<file path="config.mk">
export PLATFORM = sky130hd
export DESIGN_NAME = cpu_regfile
export DESIGN_NICKNAME = d
export VERILOG_FILES = /design/src/cpu_regs_pkg.sv /design/src/gpr_bank.sv /design/src/flag_compute.sv /design/src/cpu_regfile.sv
export SDC_FILE = /design/constraint.sdc
export NUM_CORES = 1
export LEC_CHECK = 0
export BUFFER_PORTS_ARGS = -buffer_cell sky130_fd_sc_hd__buf_4
export CAP_MARGIN = 25
export CORE_ASPECT_RATIO = 1.5
export CORE_MARGIN = 3
export CORE_UTILIZATION = 45
export CTS_CLUSTER_SIZE = 14
export DETAILED_ROUTE_END_ITERATION = 12
export PLACE_DENSITY = 0.7
export SLEW_MARGIN = 30
export SYNTH_ARGS = -nofsm -noshare
export SYNTH_HDL_FRONTEND = slang
export SYNTH_SLANG_ARGS = --single-unit
</file>
<file path="constraint.sdc">
create_clock -name core_clk -period 2.6 [get_ports core_clk]
set_clock_uncertainty 0.15 [all_clocks]
set_input_delay 0.13 -clock core_clk [delete_from_list [all_inputs] [get_ports core_clk]]
set_output_delay 0.13 -clock core_clk [all_outputs]
set_load 0.02 [all_outputs]
</file>
<file path="src/cpu_regs_pkg.sv">
// constants and types shared by the cpu register set
package cpu_regs_pkg;

	// condition_flags bit positions
	localparam int FLAG_I = 7;
	localparam int FLAG_U1 = 6;
	localparam int FLAG_H = 5;
	localparam int FLAG_U0 = 4;
	localparam int FLAG_N = 3;
	localparam int FLAG_Z = 2;
	localparam int FLAG_V = 1;
	localparam int FLAG_C = 0;

	// reset values
	localparam logic FLAG_I_RESET = 1'b1;
	localparam logic [14:0] PC_WORD_RESET = 15'h0000;
	localparam logic [15:0] RESET_VECTOR_ADDR = 16'h0000;

	// the eighth word register doubles as the stack pointer
	localparam logic [2:0] SP_IDX = 3'h7;

	// carry positions for half-carry and carry, byte and word
	localparam int HC_BIT_BYTE = 3;
	localparam int HC_BIT_WORD = 11;
	localparam int MSB_BYTE = 7;
	localparam int MSB_WORD = 15;

	typedef enum logic [2:0] {
		ALU_ADD,
		ALU_SUB,
		ALU_NEG,
		ALU_LOGIC,
		ALU_SHIFT
	} alu_kind_t;

	typedef enum logic [1:0] {
		FOP_LOAD,
		FOP_AND,
		FOP_OR,
		FOP_XOR
	} flag_op_t;

	typedef enum logic [3:0] {
		COND_ALWAYS, COND_NEVER, COND_HI, COND_LS,
		COND_CC, COND_CS, COND_NE, COND_EQ,
		COND_VC, COND_VS, COND_PL, COND_MI,
		COND_GE, COND_LT, COND_GT, COND_LE
	} branch_cond_t;

endpackage : cpu_regs_pkg

</file>
<file path="src/gpr_bank.sv">
`timescale 1ns/1ps
// sixteen byte registers pairing into eight word registers
module gpr_bank
	import cpu_regs_pkg::*;
(
	input wire logic core_clk, // cpu clock
	input wire logic nrst, // reset, quiets the checks only
	input wire logic wr_en, // write strobe
	input wire logic wr_word, // 1 word write, 0 byte write
	input wire logic [3:0] wr_idx, // [2:0] register, [3] lower byte
	input wire logic [15:0] wr_data, // byte writes use [7:0]
	input wire logic [2:0] word_a_idx, // word data read select
	output logic [15:0] word_a, // word data read value
	input wire logic [3:0] byte_idx, // byte read select, [3] lower
	output logic [7:0] byte_val, // byte read value
	input wire logic [2:0] addr_idx, // address read select
	output logic [15:0] addr_word, // full word for addressing
	output logic [15:0] stack_pointer // eighth word register
);
	logic [7:0] gpr_upper_byte [8];
	logic [7:0] gpr_lower_byte [8];

	genvar g;
	generate
		for (g = 0; g < 8; g++) begin : g_reg
			// no reset: contents are undefined until written
			always_ff @(posedge core_clk) begin
				if (wr_en && wr_idx[2:0] == 3'(g) && (wr_word || !wr_idx[3]))
					gpr_upper_byte[g] <= wr_word ? wr_data[15:8] : wr_data[7:0];
			end
			always_ff @(posedge core_clk) begin
				if (wr_en && wr_idx[2:0] == 3'(g) && (wr_word || wr_idx[3]))
					gpr_lower_byte[g] <= wr_data[7:0];
			end
		end
	endgenerate

	assign word_a = {gpr_upper_byte[word_a_idx],
		gpr_lower_byte[word_a_idx]};
	assign byte_val = byte_idx[3] ? gpr_lower_byte[byte_idx[2:0]]
		: gpr_upper_byte[byte_idx[2:0]];
	assign addr_word = {gpr_upper_byte[addr_idx],
		gpr_lower_byte[addr_idx]};
	assign stack_pointer = {gpr_upper_byte[SP_IDX],
		gpr_lower_byte[SP_IDX]};

	property p_word_write;
		@(posedge core_clk) disable iff (!nrst)
		(wr_en && wr_word) |=> {gpr_upper_byte[$past(wr_idx[2:0])],
			gpr_lower_byte[$past(wr_idx[2:0])]} == $past(wr_data);
	endproperty
	a_word_write: assert property (p_word_write)
		else $error("word write lost");

	property p_byte_keep;
		@(posedge core_clk) disable iff (!nrst)
		(wr_en && !wr_word && !wr_idx[3]) |=>
			gpr_lower_byte[$past(wr_idx[2:0])] ==
			$past(gpr_lower_byte[wr_idx[2:0]]) &&
			gpr_upper_byte[$past(wr_idx[2:0])] == $past(wr_data[7:0]);
	endproperty
	a_byte_keep: assert property (p_byte_keep)
		else $error("byte write disturbed");

endmodule : gpr_bank

</file>
<file path="src/flag_compute.sv">
`timescale 1ns/1ps
// arithmetic flag values from operands and result
module flag_compute
	import cpu_regs_pkg::*;
(
	input wire alu_kind_t kind, // operation class
	input wire logic is_word, // 1 word operation, 0 byte
	input wire logic [15:0] a, // destination operand
	input wire logic [15:0] b, // source operand
	input wire logic [15:0] res, // operation result
	input wire logic shift_out, // bit shifted out of the end
	input wire logic carry_in, // present carry flag
	output logic h, // half-carry
	output logic n, // negative
	output logic z, // zero
	output logic v, // overflow
	output logic c // carry or borrow
);
	logic [15:0] ea;
	logic [15:0] cy;
	logic [15:0] bw;
	logic sa;
	logic sb;
	logic sr;

	always_comb begin
		// negate is a subtraction from zero
		ea = (kind == ALU_NEG) ? 16'h0000 : a;
		cy = (ea & b) | ((ea | b) & ~res);
		bw = (~ea & b) | ((~ea | b) & res);
		sa = is_word ? ea[MSB_WORD] : ea[MSB_BYTE];
		sb = is_word ? b[MSB_WORD] : b[MSB_BYTE];
		sr = is_word ? res[MSB_WORD] : res[MSB_BYTE];
		n = sr;
		z = is_word ? (res == 16'h0000) : (res[7:0] == 8'h00);
		h = 1'b0;
		v = 1'b0;
		c = carry_in;
		unique case (kind)
			ALU_ADD: begin
				h = is_word ? cy[HC_BIT_WORD] : cy[HC_BIT_BYTE];
				c = is_word ? cy[MSB_WORD] : cy[MSB_BYTE];
				v = (sa == sb) && (sr != sa);
			end
			ALU_SUB, ALU_NEG: begin
				h = is_word ? bw[HC_BIT_WORD] : bw[HC_BIT_BYTE];
				c = is_word ? bw[MSB_WORD] : bw[MSB_BYTE];
				v = (sa != sb) && (sr != sa);
			end
			ALU_LOGIC: begin
				v = 1'b0;
			end
			ALU_SHIFT: begin
				c = shift_out;
			end
			default: begin
				c = carry_in;
			end
		endcase
	end

endmodule : flag_compute

</file>
<file path="src/cpu_regfile.sv">
// programmer-visible cpu registers: general registers, pc and flags
//
// Notes on behaviour
// - sixteen byte registers also pair as eight word registers
// - data access by word, upper byte or lower byte
// - address reads always return the full word
// - eighth word register is the stack pointer, top of stack
// - pc holds next instruction address, bit 0 always zero
// - flags readable and writable by the flag transfer instructions
// - negative, zero, overflow, carry feed the branch decision
// - flag bit 7 set masks interrupts, software reads and writes it
// - exception start sets the interrupt mask bit
// - flag bits 6 and 4 are free user storage
// - byte add/sub/cmp/neg half-carry is the carry at bit 3
// - word add/sub/cmp half-carry is the carry at bit 11
// - decimal adjust logic reads half-carry implicitly
// - negative takes the result sign bit
// - zero set on zero result, cleared otherwise
// - overflow set on arithmetic overflow, cleared otherwise
// - carry holds add carry, subtract borrow, or shifted-out bit
// - carry is the one-bit accumulator for bit instructions
// - per-instruction mask leaves chosen flags unchanged
// - reset loads pc from vector at address zero, sets mask
// - reset leaves general registers and other flags undefined
`timescale 1ns/1ps
module cpu_regfile
	import cpu_regs_pkg::*;
(
	input wire logic core_clk, // cpu clock, 100 MHz
	input wire logic nrst, // asynchronous reset, active low
	output logic vec_req, // reset vector read request
	output logic [15:0] vec_addr, // reset vector address
	input wire logic vec_valid, // vector data valid
	input wire logic [15:0] vec_data, // reset vector contents
	output logic core_ready, // vector loaded, requests accepted
	input wire logic wr_en, // general register write strobe
	input wire logic wr_word, // 1 word write, 0 byte write
	input wire logic [3:0] wr_idx, // [2:0] register, [3] lower byte
	input wire logic [15:0] wr_data, // write data
	input wire logic [2:0] word_a_idx, // word data read select
	output logic [15:0] word_a, // word data read value
	input wire logic [3:0] byte_idx, // byte read select
	output logic [7:0] byte_val, // byte read value
	input wire logic [2:0] addr_idx, // address register select
	output logic [15:0] addr_word, // address register value
	output logic [15:0] stack_pointer, // stack pointer value
	input wire logic pc_load, // load pc from pc_target
	input wire logic [15:0] pc_target, // branch or jump target
	input wire logic pc_advance, // step pc by one word
	output logic [15:0] program_counter, // next instruction address
	input wire logic alu_upd, // flag update from an operation
	input wire alu_kind_t alu_kind, // operation class
	input wire logic alu_word, // 1 word operation
	input wire logic [15:0] alu_a, // destination operand
	input wire logic [15:0] alu_b, // source operand
	input wire logic [15:0] alu_res, // operation result
	input wire logic alu_shift_out, // bit shifted out
	input wire logic [7:0] flag_keep_mask, // 1 keeps that flag
	input wire logic flag_instr, // flag transfer or logic instruction
	input wire flag_op_t flag_op, // load, and, or, xor
	input wire logic [7:0] flag_imm, // operand for flag_op
	input wire logic bit_c_wr, // bit instruction writes carry
	input wire logic bit_c_val, // value for carry
	input wire logic exception_start, // exception handling begins
	output logic [7:0] condition_flags, // flag register
	output logic int_masked, // interrupts masked
	output logic half_carry, // half-carry for decimal adjust
	output logic [3:0] cond_nzvc, // branch condition flags
	input wire branch_cond_t branch_cond, // condition under test
	output logic branch_taken // condition holds
);
	typedef enum logic {
		ST_FETCH_VEC,
		ST_RUN
	} boot_state_t;

	boot_state_t state;
	logic mask_i;
	logic [6:0] flag_low;
	logic [7:0] next_flags;
	logic [7:0] alu_flags;
	logic [14:0] pc_word;
	logic fh;
	logic fn;
	logic fz;
	logic fv;
	logic fc;

	gpr_bank u_gpr (
		.core_clk(core_clk),
		.nrst(nrst),
		.wr_en(wr_en && core_ready),
		.wr_word(wr_word),
		.wr_idx(wr_idx),
		.wr_data(wr_data),
		.word_a_idx(word_a_idx),
		.word_a(word_a),
		.byte_idx(byte_idx),
		.byte_val(byte_val),
		.addr_idx(addr_idx),
		.addr_word(addr_word),
		.stack_pointer(stack_pointer)
	);

	flag_compute u_flags (
		.kind(alu_kind),
		.is_word(alu_word),
		.a(alu_a),
		.b(alu_b),
		.res(alu_res),
		.shift_out(alu_shift_out),
		.carry_in(condition_flags[FLAG_C]),
		.h(fh),
		.n(fn),
		.z(fz),
		.v(fv),
		.c(fc)
	);

	// boot: the pc is not usable until the vector word has arrived
	always_ff @(posedge core_clk or negedge nrst) begin
		if (!nrst) begin
			state <= ST_FETCH_VEC;
		end else if (state == ST_FETCH_VEC && vec_valid) begin
			state <= ST_RUN;
		end
	end

	assign vec_req = (state == ST_FETCH_VEC);
	assign vec_addr = RESET_VECTOR_ADDR;
	assign core_ready = (state == ST_RUN);

	always_ff @(posedge core_clk or negedge nrst) begin
		if (!nrst) begin
			pc_word <= PC_WORD_RESET;
		end else if (state == ST_FETCH_VEC) begin
			if (vec_valid)
				pc_word <= vec_data[15:1];
		end else if (pc_load) begin
			pc_word <= pc_target[15:1];
		end else if (pc_advance) begin
			pc_word <= pc_word + 15'h0001;
		end
	end

	assign program_counter = {pc_word, 1'b0};

	// the alu never touches mask or user bits, whatever the keep mask says
	assign alu_flags = {condition_flags[FLAG_I], condition_flags[FLAG_U1],
		fh, condition_flags[FLAG_U0], fn, fz, fv, fc};

	// priority: flag instruction, then bit accumulator, then alu,
	// and an exception's mask set overrides everything
	always_comb begin
		next_flags = condition_flags;
		if (core_ready) begin
			if (alu_upd)
				next_flags = (condition_flags & flag_keep_mask)
					| (alu_flags & ~flag_keep_mask);
			if (bit_c_wr)
				next_flags[FLAG_C] = bit_c_val;
			if (flag_instr) begin
				unique case (flag_op)
					FOP_LOAD: next_flags = flag_imm;
					FOP_AND: next_flags = condition_flags & flag_imm;
					FOP_OR: next_flags = condition_flags | flag_imm;
					FOP_XOR: next_flags = condition_flags ^ flag_imm;
				endcase
			end
			if (exception_start)
				next_flags[FLAG_I] = 1'b1;
		end
	end

	always_ff @(posedge core_clk or negedge nrst) begin
		if (!nrst)
			mask_i <= FLAG_I_RESET;
		else
			mask_i <= next_flags[FLAG_I];
	end

	// no reset on the other flags, so they start undefined
	always_ff @(posedge core_clk) begin
		flag_low <= next_flags[6:0];
	end

	assign condition_flags = {mask_i, flag_low};
	assign int_masked = mask_i;
	assign half_carry = condition_flags[FLAG_H];
	assign cond_nzvc = condition_flags[3:0];

	function automatic logic cond_met(input branch_cond_t cc,
		input logic [3:0] f);
		logic n;
		logic z;
		logic v;
		logic c;
		n = f[FLAG_N];
		z = f[FLAG_Z];
		v = f[FLAG_V];
		c = f[FLAG_C];
		unique case (cc)
			COND_ALWAYS: cond_met = 1'b1;
			COND_NEVER: cond_met = 1'b0;
			COND_HI: cond_met = !(c || z);
			COND_LS: cond_met = c || z;
			COND_CC: cond_met = !c;
			COND_CS: cond_met = c;
			COND_NE: cond_met = !z;
			COND_EQ: cond_met = z;
			COND_VC: cond_met = !v;
			COND_VS: cond_met = v;
			COND_PL: cond_met = !n;
			COND_MI: cond_met = n;
			COND_GE: cond_met = !(n ^ v);
			COND_LT: cond_met = n ^ v;
			COND_GT: cond_met = !(z || (n ^ v));
			COND_LE: cond_met = z || (n ^ v);
		endcase
	endfunction : cond_met

	assign branch_taken = cond_met(branch_cond, cond_nzvc);

	property p_vec_load;
		@(posedge core_clk) disable iff (!nrst)
		(vec_req && vec_valid) |=>
			program_counter == {$past(vec_data[15:1]), 1'b0} && core_ready;
	endproperty
	a_vec_load: assert property (p_vec_load)
		else $error("vector not loaded");

	property p_boot_masked;
		@(posedge core_clk) disable iff (!nrst)
		!core_ready |-> int_masked && vec_req;
	endproperty
	a_boot_masked: assert property (p_boot_masked)
		else $error("mask clear in boot");

	property p_pc_load;
		@(posedge core_clk) disable iff (!nrst)
		(core_ready && pc_load) |=>
			program_counter == {$past(pc_target[15:1]), 1'b0};
	endproperty
	a_pc_load: assert property (p_pc_load)
		else $error("pc load wrong");

	property p_pc_step;
		@(posedge core_clk) disable iff (!nrst)
		(core_ready && !pc_load && pc_advance) |=>
			program_counter == $past(program_counter) + 16'h0002;
	endproperty
	a_pc_step: assert property (p_pc_step)
		else $error("pc step wrong");

	property p_exc_mask;
		@(posedge core_clk) disable iff (!nrst)
		(core_ready && exception_start) |=> int_masked;
	endproperty
	a_exc_mask: assert property (p_exc_mask)
		else $error("mask not set");

	property p_flag_load;
		@(posedge core_clk) disable iff (!nrst)
		(core_ready && flag_instr && flag_op == FOP_LOAD && !exception_start)
			|=> condition_flags == $past(flag_imm);
	endproperty
	a_flag_load: assert property (p_flag_load)
		else $error("flag load wrong");

	property p_keep;
		@(posedge core_clk) disable iff (!nrst)
		(core_ready && alu_upd && !flag_instr && !bit_c_wr &&
			!exception_start) |=>
			((condition_flags ^ $past(condition_flags)) &
			$past(flag_keep_mask)) == 8'h00;
	endproperty
	a_keep: assert property (p_keep)
		else $error("kept flag changed");

	property p_bit_acc;
		@(posedge core_clk) disable iff (!nrst)
		(core_ready && bit_c_wr && !flag_instr) |=>
			condition_flags[FLAG_C] == $past(bit_c_val);
	endproperty
	a_bit_acc: assert property (p_bit_acc)
		else $error("carry not written");

	property p_half_byte;
		@(posedge core_clk) disable iff (!nrst)
		(core_ready && alu_upd && alu_kind == ALU_ADD && !alu_word &&
			!flag_keep_mask[FLAG_H] && !flag_instr) |=>
			condition_flags[FLAG_H] ==
			$past(alu_a[4] ^ alu_b[4] ^ alu_res[4]);
	endproperty
	a_half_byte: assert property (p_half_byte)
		else $error("half-carry wrong");

	property p_zero;
		@(posedge core_clk) disable iff (!nrst)
		(core_ready && alu_upd && alu_word && !flag_keep_mask[FLAG_Z] &&
			!flag_instr) |=>
			condition_flags[FLAG_Z] == ($past(alu_res) == 16'h0000);
	endproperty
	a_zero: assert property (p_zero)
		else $error("zero flag wrong");

	property p_branch_ge;
		@(posedge core_clk) disable iff (!nrst)
		(branch_cond == COND_GE) |->
			branch_taken == (condition_flags[FLAG_N] == condition_flags[FLAG_V]);
	endproperty
	a_branch_ge: assert property (p_branch_ge)
		else $error("branch wrong");

endmodule : cpu_regfile

</file>
======== Word-level counts from Yosys, hierarchy flattened ========
Memories as Yosys holds them, arrays and structs flattened.
Index checks and enable logic that the tools add are counted.
storage, ports and cells
  register bits ........................... 24
  bits of input ports ..................... 149
  bits in writable memories ............... 128
  output and inout port bits .............. 105
  memories kept ........................... 2
cells by class
  muxes and demuxes ....................... 98
  eq/ne operators ......................... 32
  add/sub/neg operators ................... 1
  bitwise gates (word level) .............. 19
  reduce and logical (&&, ||, !) cells .... 69
memories
  memory                depth  bits a word  rd ports  clocked after Yosys merged registers in  wr ports  RTL line        text
  u_gpr.gpr_lower_byte  8      8            4         0                                        1         gpr_bank.sv:21  logic [7:0] gpr_lower_byte [8];
  u_gpr.gpr_upper_byte  8      8            4         0                                        1         gpr_bank.sv:20  logic [7:0] gpr_upper_byte [8];
operators by type and width
  operator                                                               number
  8-bit two-way mux                                                      18
  8-bit OR reduction                                                     14
  16-bit AND                                                             4
  16-bit OR                                                              4
  15-bit two-way mux                                                     4
  1-bit two-way mux                                                      56
  3-bit two-way mux                                                      14
  4-bit equality test, second input constant                             8
  16-bit NOT                                                             2
  8-bit one-hot mux with 4 select lines                                  1
  1-bit logical AND                                                      28
  8-bit AND                                                              3
  4-bit by 3-bit equality test with 1-bit output, second input constant  4
  16-bit logical NOT                                                     1
  16-bit two-way mux                                                     1
  8-bit OR                                                               2
  1-bit one-hot mux with 16 select lines                                 1
  15-bit by 1-bit adder with 15-bit output, second input constant        1
  3-bit equality test, second input constant                             5
  3-bit by 2-bit equality test with 1-bit output, second input constant  3
  4-bit by 2-bit equality test with 1-bit output, second input constant  2
  1-bit logical NOT                                                      8
  8-bit logical NOT                                                      1
  8-bit NOT                                                              1
  20 further kinds                                                       33

======== Logic depth before layout (Yosys ltp) ========
  depth in word-level cells ............... 14
  depth in mapped cells ................... 6
  gate-level depth less buffers ........... 6

======== Modules after synthesis ========
From an unflattened synthesis, not the netlist that was laid out.
second synthesis, totals
  cell total of the unflattened synthesis .. 691
  area total of the unflattened synthesis .. 10023.4 µm²
by module, submodules not included
  module        area each (µm²)  instances  sequential area each (µm²)  cells each
  gpr_bank      7230.7           1          3843.7                      346
  cpu_regfile   2393.5           1          636.9                       280
  flag_compute  399.1            1          0.0                         65

======== Worst setup path before layout ========
OpenSTA, ideal clock, no wires.
  path type ............................... register -> register
  start point ............................. register state, in the netlist core_ready
  end point ............................... memory u_gpr.gpr_lower_byte[4][0], enable pin
  path buffers ............................ 2
  cell stages (with the launch flop) ...... 5
  path slack .............................. 0.166 ns
  arrival time ............................ 1.900 ns
  library setup time ...................... 0.383 ns
  data required time ...................... 2.067 ns
  path through ............................ dfrtp_1 -> clkbuf_1 -> buf_1 -> o2111ai_1 -> nor3_1
between the ends
  word-level cells in the longest chain between the ends .. 13
  elaborated cells on any way between the ends .. 54
  classes of those cells .................. mux: 30; reduce/logical: 24
RTL lines
  item                                                                           RTL line            text
  from (decl)                                                                    cpu_regfile.sv:77   boot_state_t state;
  from (signal assigned)                                                         cpu_regfile.sv:123  state <= ST_FETCH_VEC;
  from (signal assigned)                                                         cpu_regfile.sv:125  state <= ST_RUN;
  1-bit logical AND *                                                            cpu_regfile.sv:92   .wr_en(wr_en && core_ready),
  1-bit logical AND (2 in a row)                                                 gpr_bank.sv:32      if (wr_en && wr_idx[2:0] == 3'(g) && (wr_word || wr_idx[3]))
  1-bit two-way mux                                                              gpr_bank.sv:32
  1-bit two-way mux (implied by the code)                                        gpr_bank.sv:33      gpr_lower_byte[g] <= wr_data[7:0];
  8-bit OR reduction (no line)                                                   --
  3-bit two-way mux (no line) or 1-bit two-way mux (tied branches) (7 in a row)  --
  to (decl)                                                                      gpr_bank.sv:21
Mark *: on every way between the ends. The rest lies on a longest branch, timed or not.

==> metrics.csv <==
stage;metric;value;unit
clocking;Root Buffer;clkbuf_16;
global_route;first-pass GRT wire length;41.9;mm
clocking;CTS tree;built;
global_route;largest net degree at the start of global routing;33;
worst_hold_path;end point of the worst hold path;pc_word[13];
place;Final Wtd Congestion;0.863;
timing;Worst Tran Pin Value;0.799;ns
worst_hold_path;WHS Path Cells;4;
timing;final hold slack;0.0138;ns
cells_and_area;highest-count cells in the layout ignoring fill and taps;buf_4, edfxtp_1, mux4_2, dlygate4sd3_1, mux2_2;
timing;final setup fails;0;
status;status;finished, final reports clean;
logic_synthesis;#FFs+latches synth;152;
cells_and_area;commonest non-fill, non-tap cell in the layout;buf_4;
logic_synthesis;sequential cell area fraction in the yosys report;0.460;
routing;Vias;7309;
pwr;Peak VDD IR;0.375;mV
timing;final period utilization;0.927;
floorplan;core area;21100;um2
setup_path;reg2reg end;int_masked;
place;HPWL after DPL;18.6;mm
job;maxcap violations;0;
cells_and_area;Area Growth Syn to Fin;29.6;%
clocking;H-Tree Depth;4;
pwr;Tot Pwr;6.76;mW
timing;min Tclk post-route;2.41;ns
floorplan;IO Count;254;
floorplan;die footprint;23500;um2
floorplan;Initial Util;0.460;
global_route;total gr overflow;0;
setup_path;reg-to-reg startpoint;int_masked;
setup_path;Worst setup startpoint;u_gpr.gpr_upper_byte[6][2];
cells_and_area;# nets final;1079;
global_route;total track usage;0.233;
floorplan;DIE HEIGHT;186;um
timing;setup TNS;0;ns
routing;Final ANT Viol Nets;0;
timing;normalized max-slew margin;0.463;
logic_synthesis;Mapped Avg Cell Area;14.7;um2
logic_synthesis;Main synth FF type;edfxtp_1;
routing;initial DRC count;703;
logic_synthesis;count of flip-flops with a built-in enable after synthesis;135;
clocking;clock latency at the later pin of the worst-skew pair;0.42;ns
pwr;Power Density;536;nW/um2
timing;final number of max-transition violations;0;
logic_synthesis;YS warnings;0;
clocking;clock slew at reported path FFs;0.07;ns
setup_path;Crit. End Element;output port;
routing;final WL;27.6;mm
global_route;vias in the first global route;7485;
timing;unrepaired setup endpoints after global routing;false;
setup_path;CP max FO;3;
worst_hold_path;Hold Crit Start;pc_target[14];
routing;Vias/cell;6.12;
setup_path;R2R depth;6;
logic_synthesis;Post-Syn Instances;664;
setup_path;Worst EP required;2.32;ns
logic_synthesis;post-synthesis async set-or-reset flop share;0.112;
setup_path;crit path launch type;flop;
routing;Routed wire per std cell;23.1;um
floorplan;num rows;65;
floorplan;DIE WIDTH;126;um
setup_path;kind of critical path;reg -> out;
cells_and_area;share of post-route cells with drive strength above 1;0.423;
global_route;antenna violations before repair;0;
clocking;clock buffer depth;2;
timing;Final Hold Viols;0;
logic_synthesis;mapped cell area;9740;um2
timing;Max Clk Rate;0.415;GHz
place;number of port buffers;207;
pwr;leak pwr;4.81;nW
logic_synthesis;Yosys cell types;61;
cells_and_area;n_diodes;0;
clocking;clk sinks;152;
clocking;TritonCTS Buffers;17;
clocking;Post-CTS Setup Bufs;0;
setup_path;Reg2Reg Setup Slack;0.19;ns
worst_hold_path;min-delay worst type;in -> reg;
routing;DRC;0;
setup_path;critical path data arrival time;2.13;ns
routing;drt pass-1 iters;5;
cells in the mapped netlist (all sizes together), types with 3 or more instances:
library cell | n | area, um2
a21o | 4 | 30.0
a21oi | 19 | 95.1
a31oi | 5 | 31.3
a32oi | 3 | 26.3
and3 | 3 | 18.8
buf | 45 | 303
clkbuf | 25 | 93.8
dfrtp | 16 | 400
edfxtp | 135 | 4050
ha | 17 | 213
inv | 30 | 113
mux2 | 40 | 450
mux2i | 8 | 80.1
mux4 | 112 | 2630
nand2 | 28 | 105
nand2b | 13 | 81.3
nand3 | 13 | 65.1
nand4 | 6 | 37.5
nor2 | 25 | 93.8
nor2b | 5 | 31.3
nor3 | 14 | 70.1
nor3b | 5 | 37.5
nor4 | 6 | 37.5
o211ai | 4 | 30.0
o21a | 3 | 22.5
o21ai | 22 | 110
o22ai | 7 | 43.8
o31ai | 4 | 30.0
or3b | 5 | 43.8
or4 | 3 | 22.5
xnor2 | 7 | 61.3
stage by stage:
step	setup WS [ns]	instance area, um2	cells	util
detailed placement	0.434	11500	1107	0.543
finish	0.191	12600	1194	0.597
global route	0.00554	12600	1194	0.597
global placement	0.446	11500	1107	0.543
floorplan	0.166	9800	680	-
CTS	0.0771	12600	1194	0.597
metal layers:
metal | wire length, um | global-route usage
met1 | 9720 | 0.274
met2 | 15100 | 0.432
met3 | 2260 | 0.0480
met4 | 564 | 0.0696
met5 | 0 | 0
logic make-up after synthesis:
family,synth area share
other,0.000385
adders and majority gates,0.0229
and+or+nand+nor,0.0708
muxes,0.324
xor gates and xnor gates,0.00630
AOI/OAI and AO/OA,0.0625
buffers and inverters,0.0527
DFF,0.460
critical path: stages, from the launching register on:
cell and delay [ns]:
edfxtp_1 0.42, mux4_1 0.59, mux4_2 0.52, buf_4 0.18
sequential cells by signal (all words and copies together) (netlist names), named ones only:
| name | cells |
|---|---|
| int_masked | 1 |
| pc_word | 15 |
| u_gpr.gpr_upper_byte | 64 |
| u_gpr.gpr_lower_byte | 64 |
| core_ready | 1 |
| flag_low | 2 |
power breakdown:
| part | total (mW) | internal (mW) | switching, mW |
|---|---|---|---|
| logic | 1.46 | 0.736 | 0.724 |
| registers | 2.88 | 2.76 | 0.112 |
| clock network | 2.43 | 1.36 | 1.07 |
| total | 6.76 | 4.86 | 1.91 |
final cells by class:
class	instances	area, um2
clock buffers	17	425
clock inverters	15	154
fillers	1662	8520
inverters	31	116
multi-input cells	427	4800
flip-flops and latches	152	4480
well taps	268	335
repair buffers	284	2310
what timing repair did:
action / CTS / global route
hold buffers: 55 / 0
endpoints found under the hold margin: 146 / 0
resized for setup: 0 / 1
endpoints found under the setup margin: 0 / 5
how the worst max path moves through the flow:
stage                     cells after the start                          to
after floorplan                               4  u_gpr.gpr_lower_byte[4][0]
after global placement                        5                 byte_val[5]
after detailed placement                      5                 byte_val[3]
after CTS                                     5                  pc_word[7]
after global routing                          5                 pc_word[10]
final                                         3                 byte_val[2]
Power figures use the tool's default switching activity.
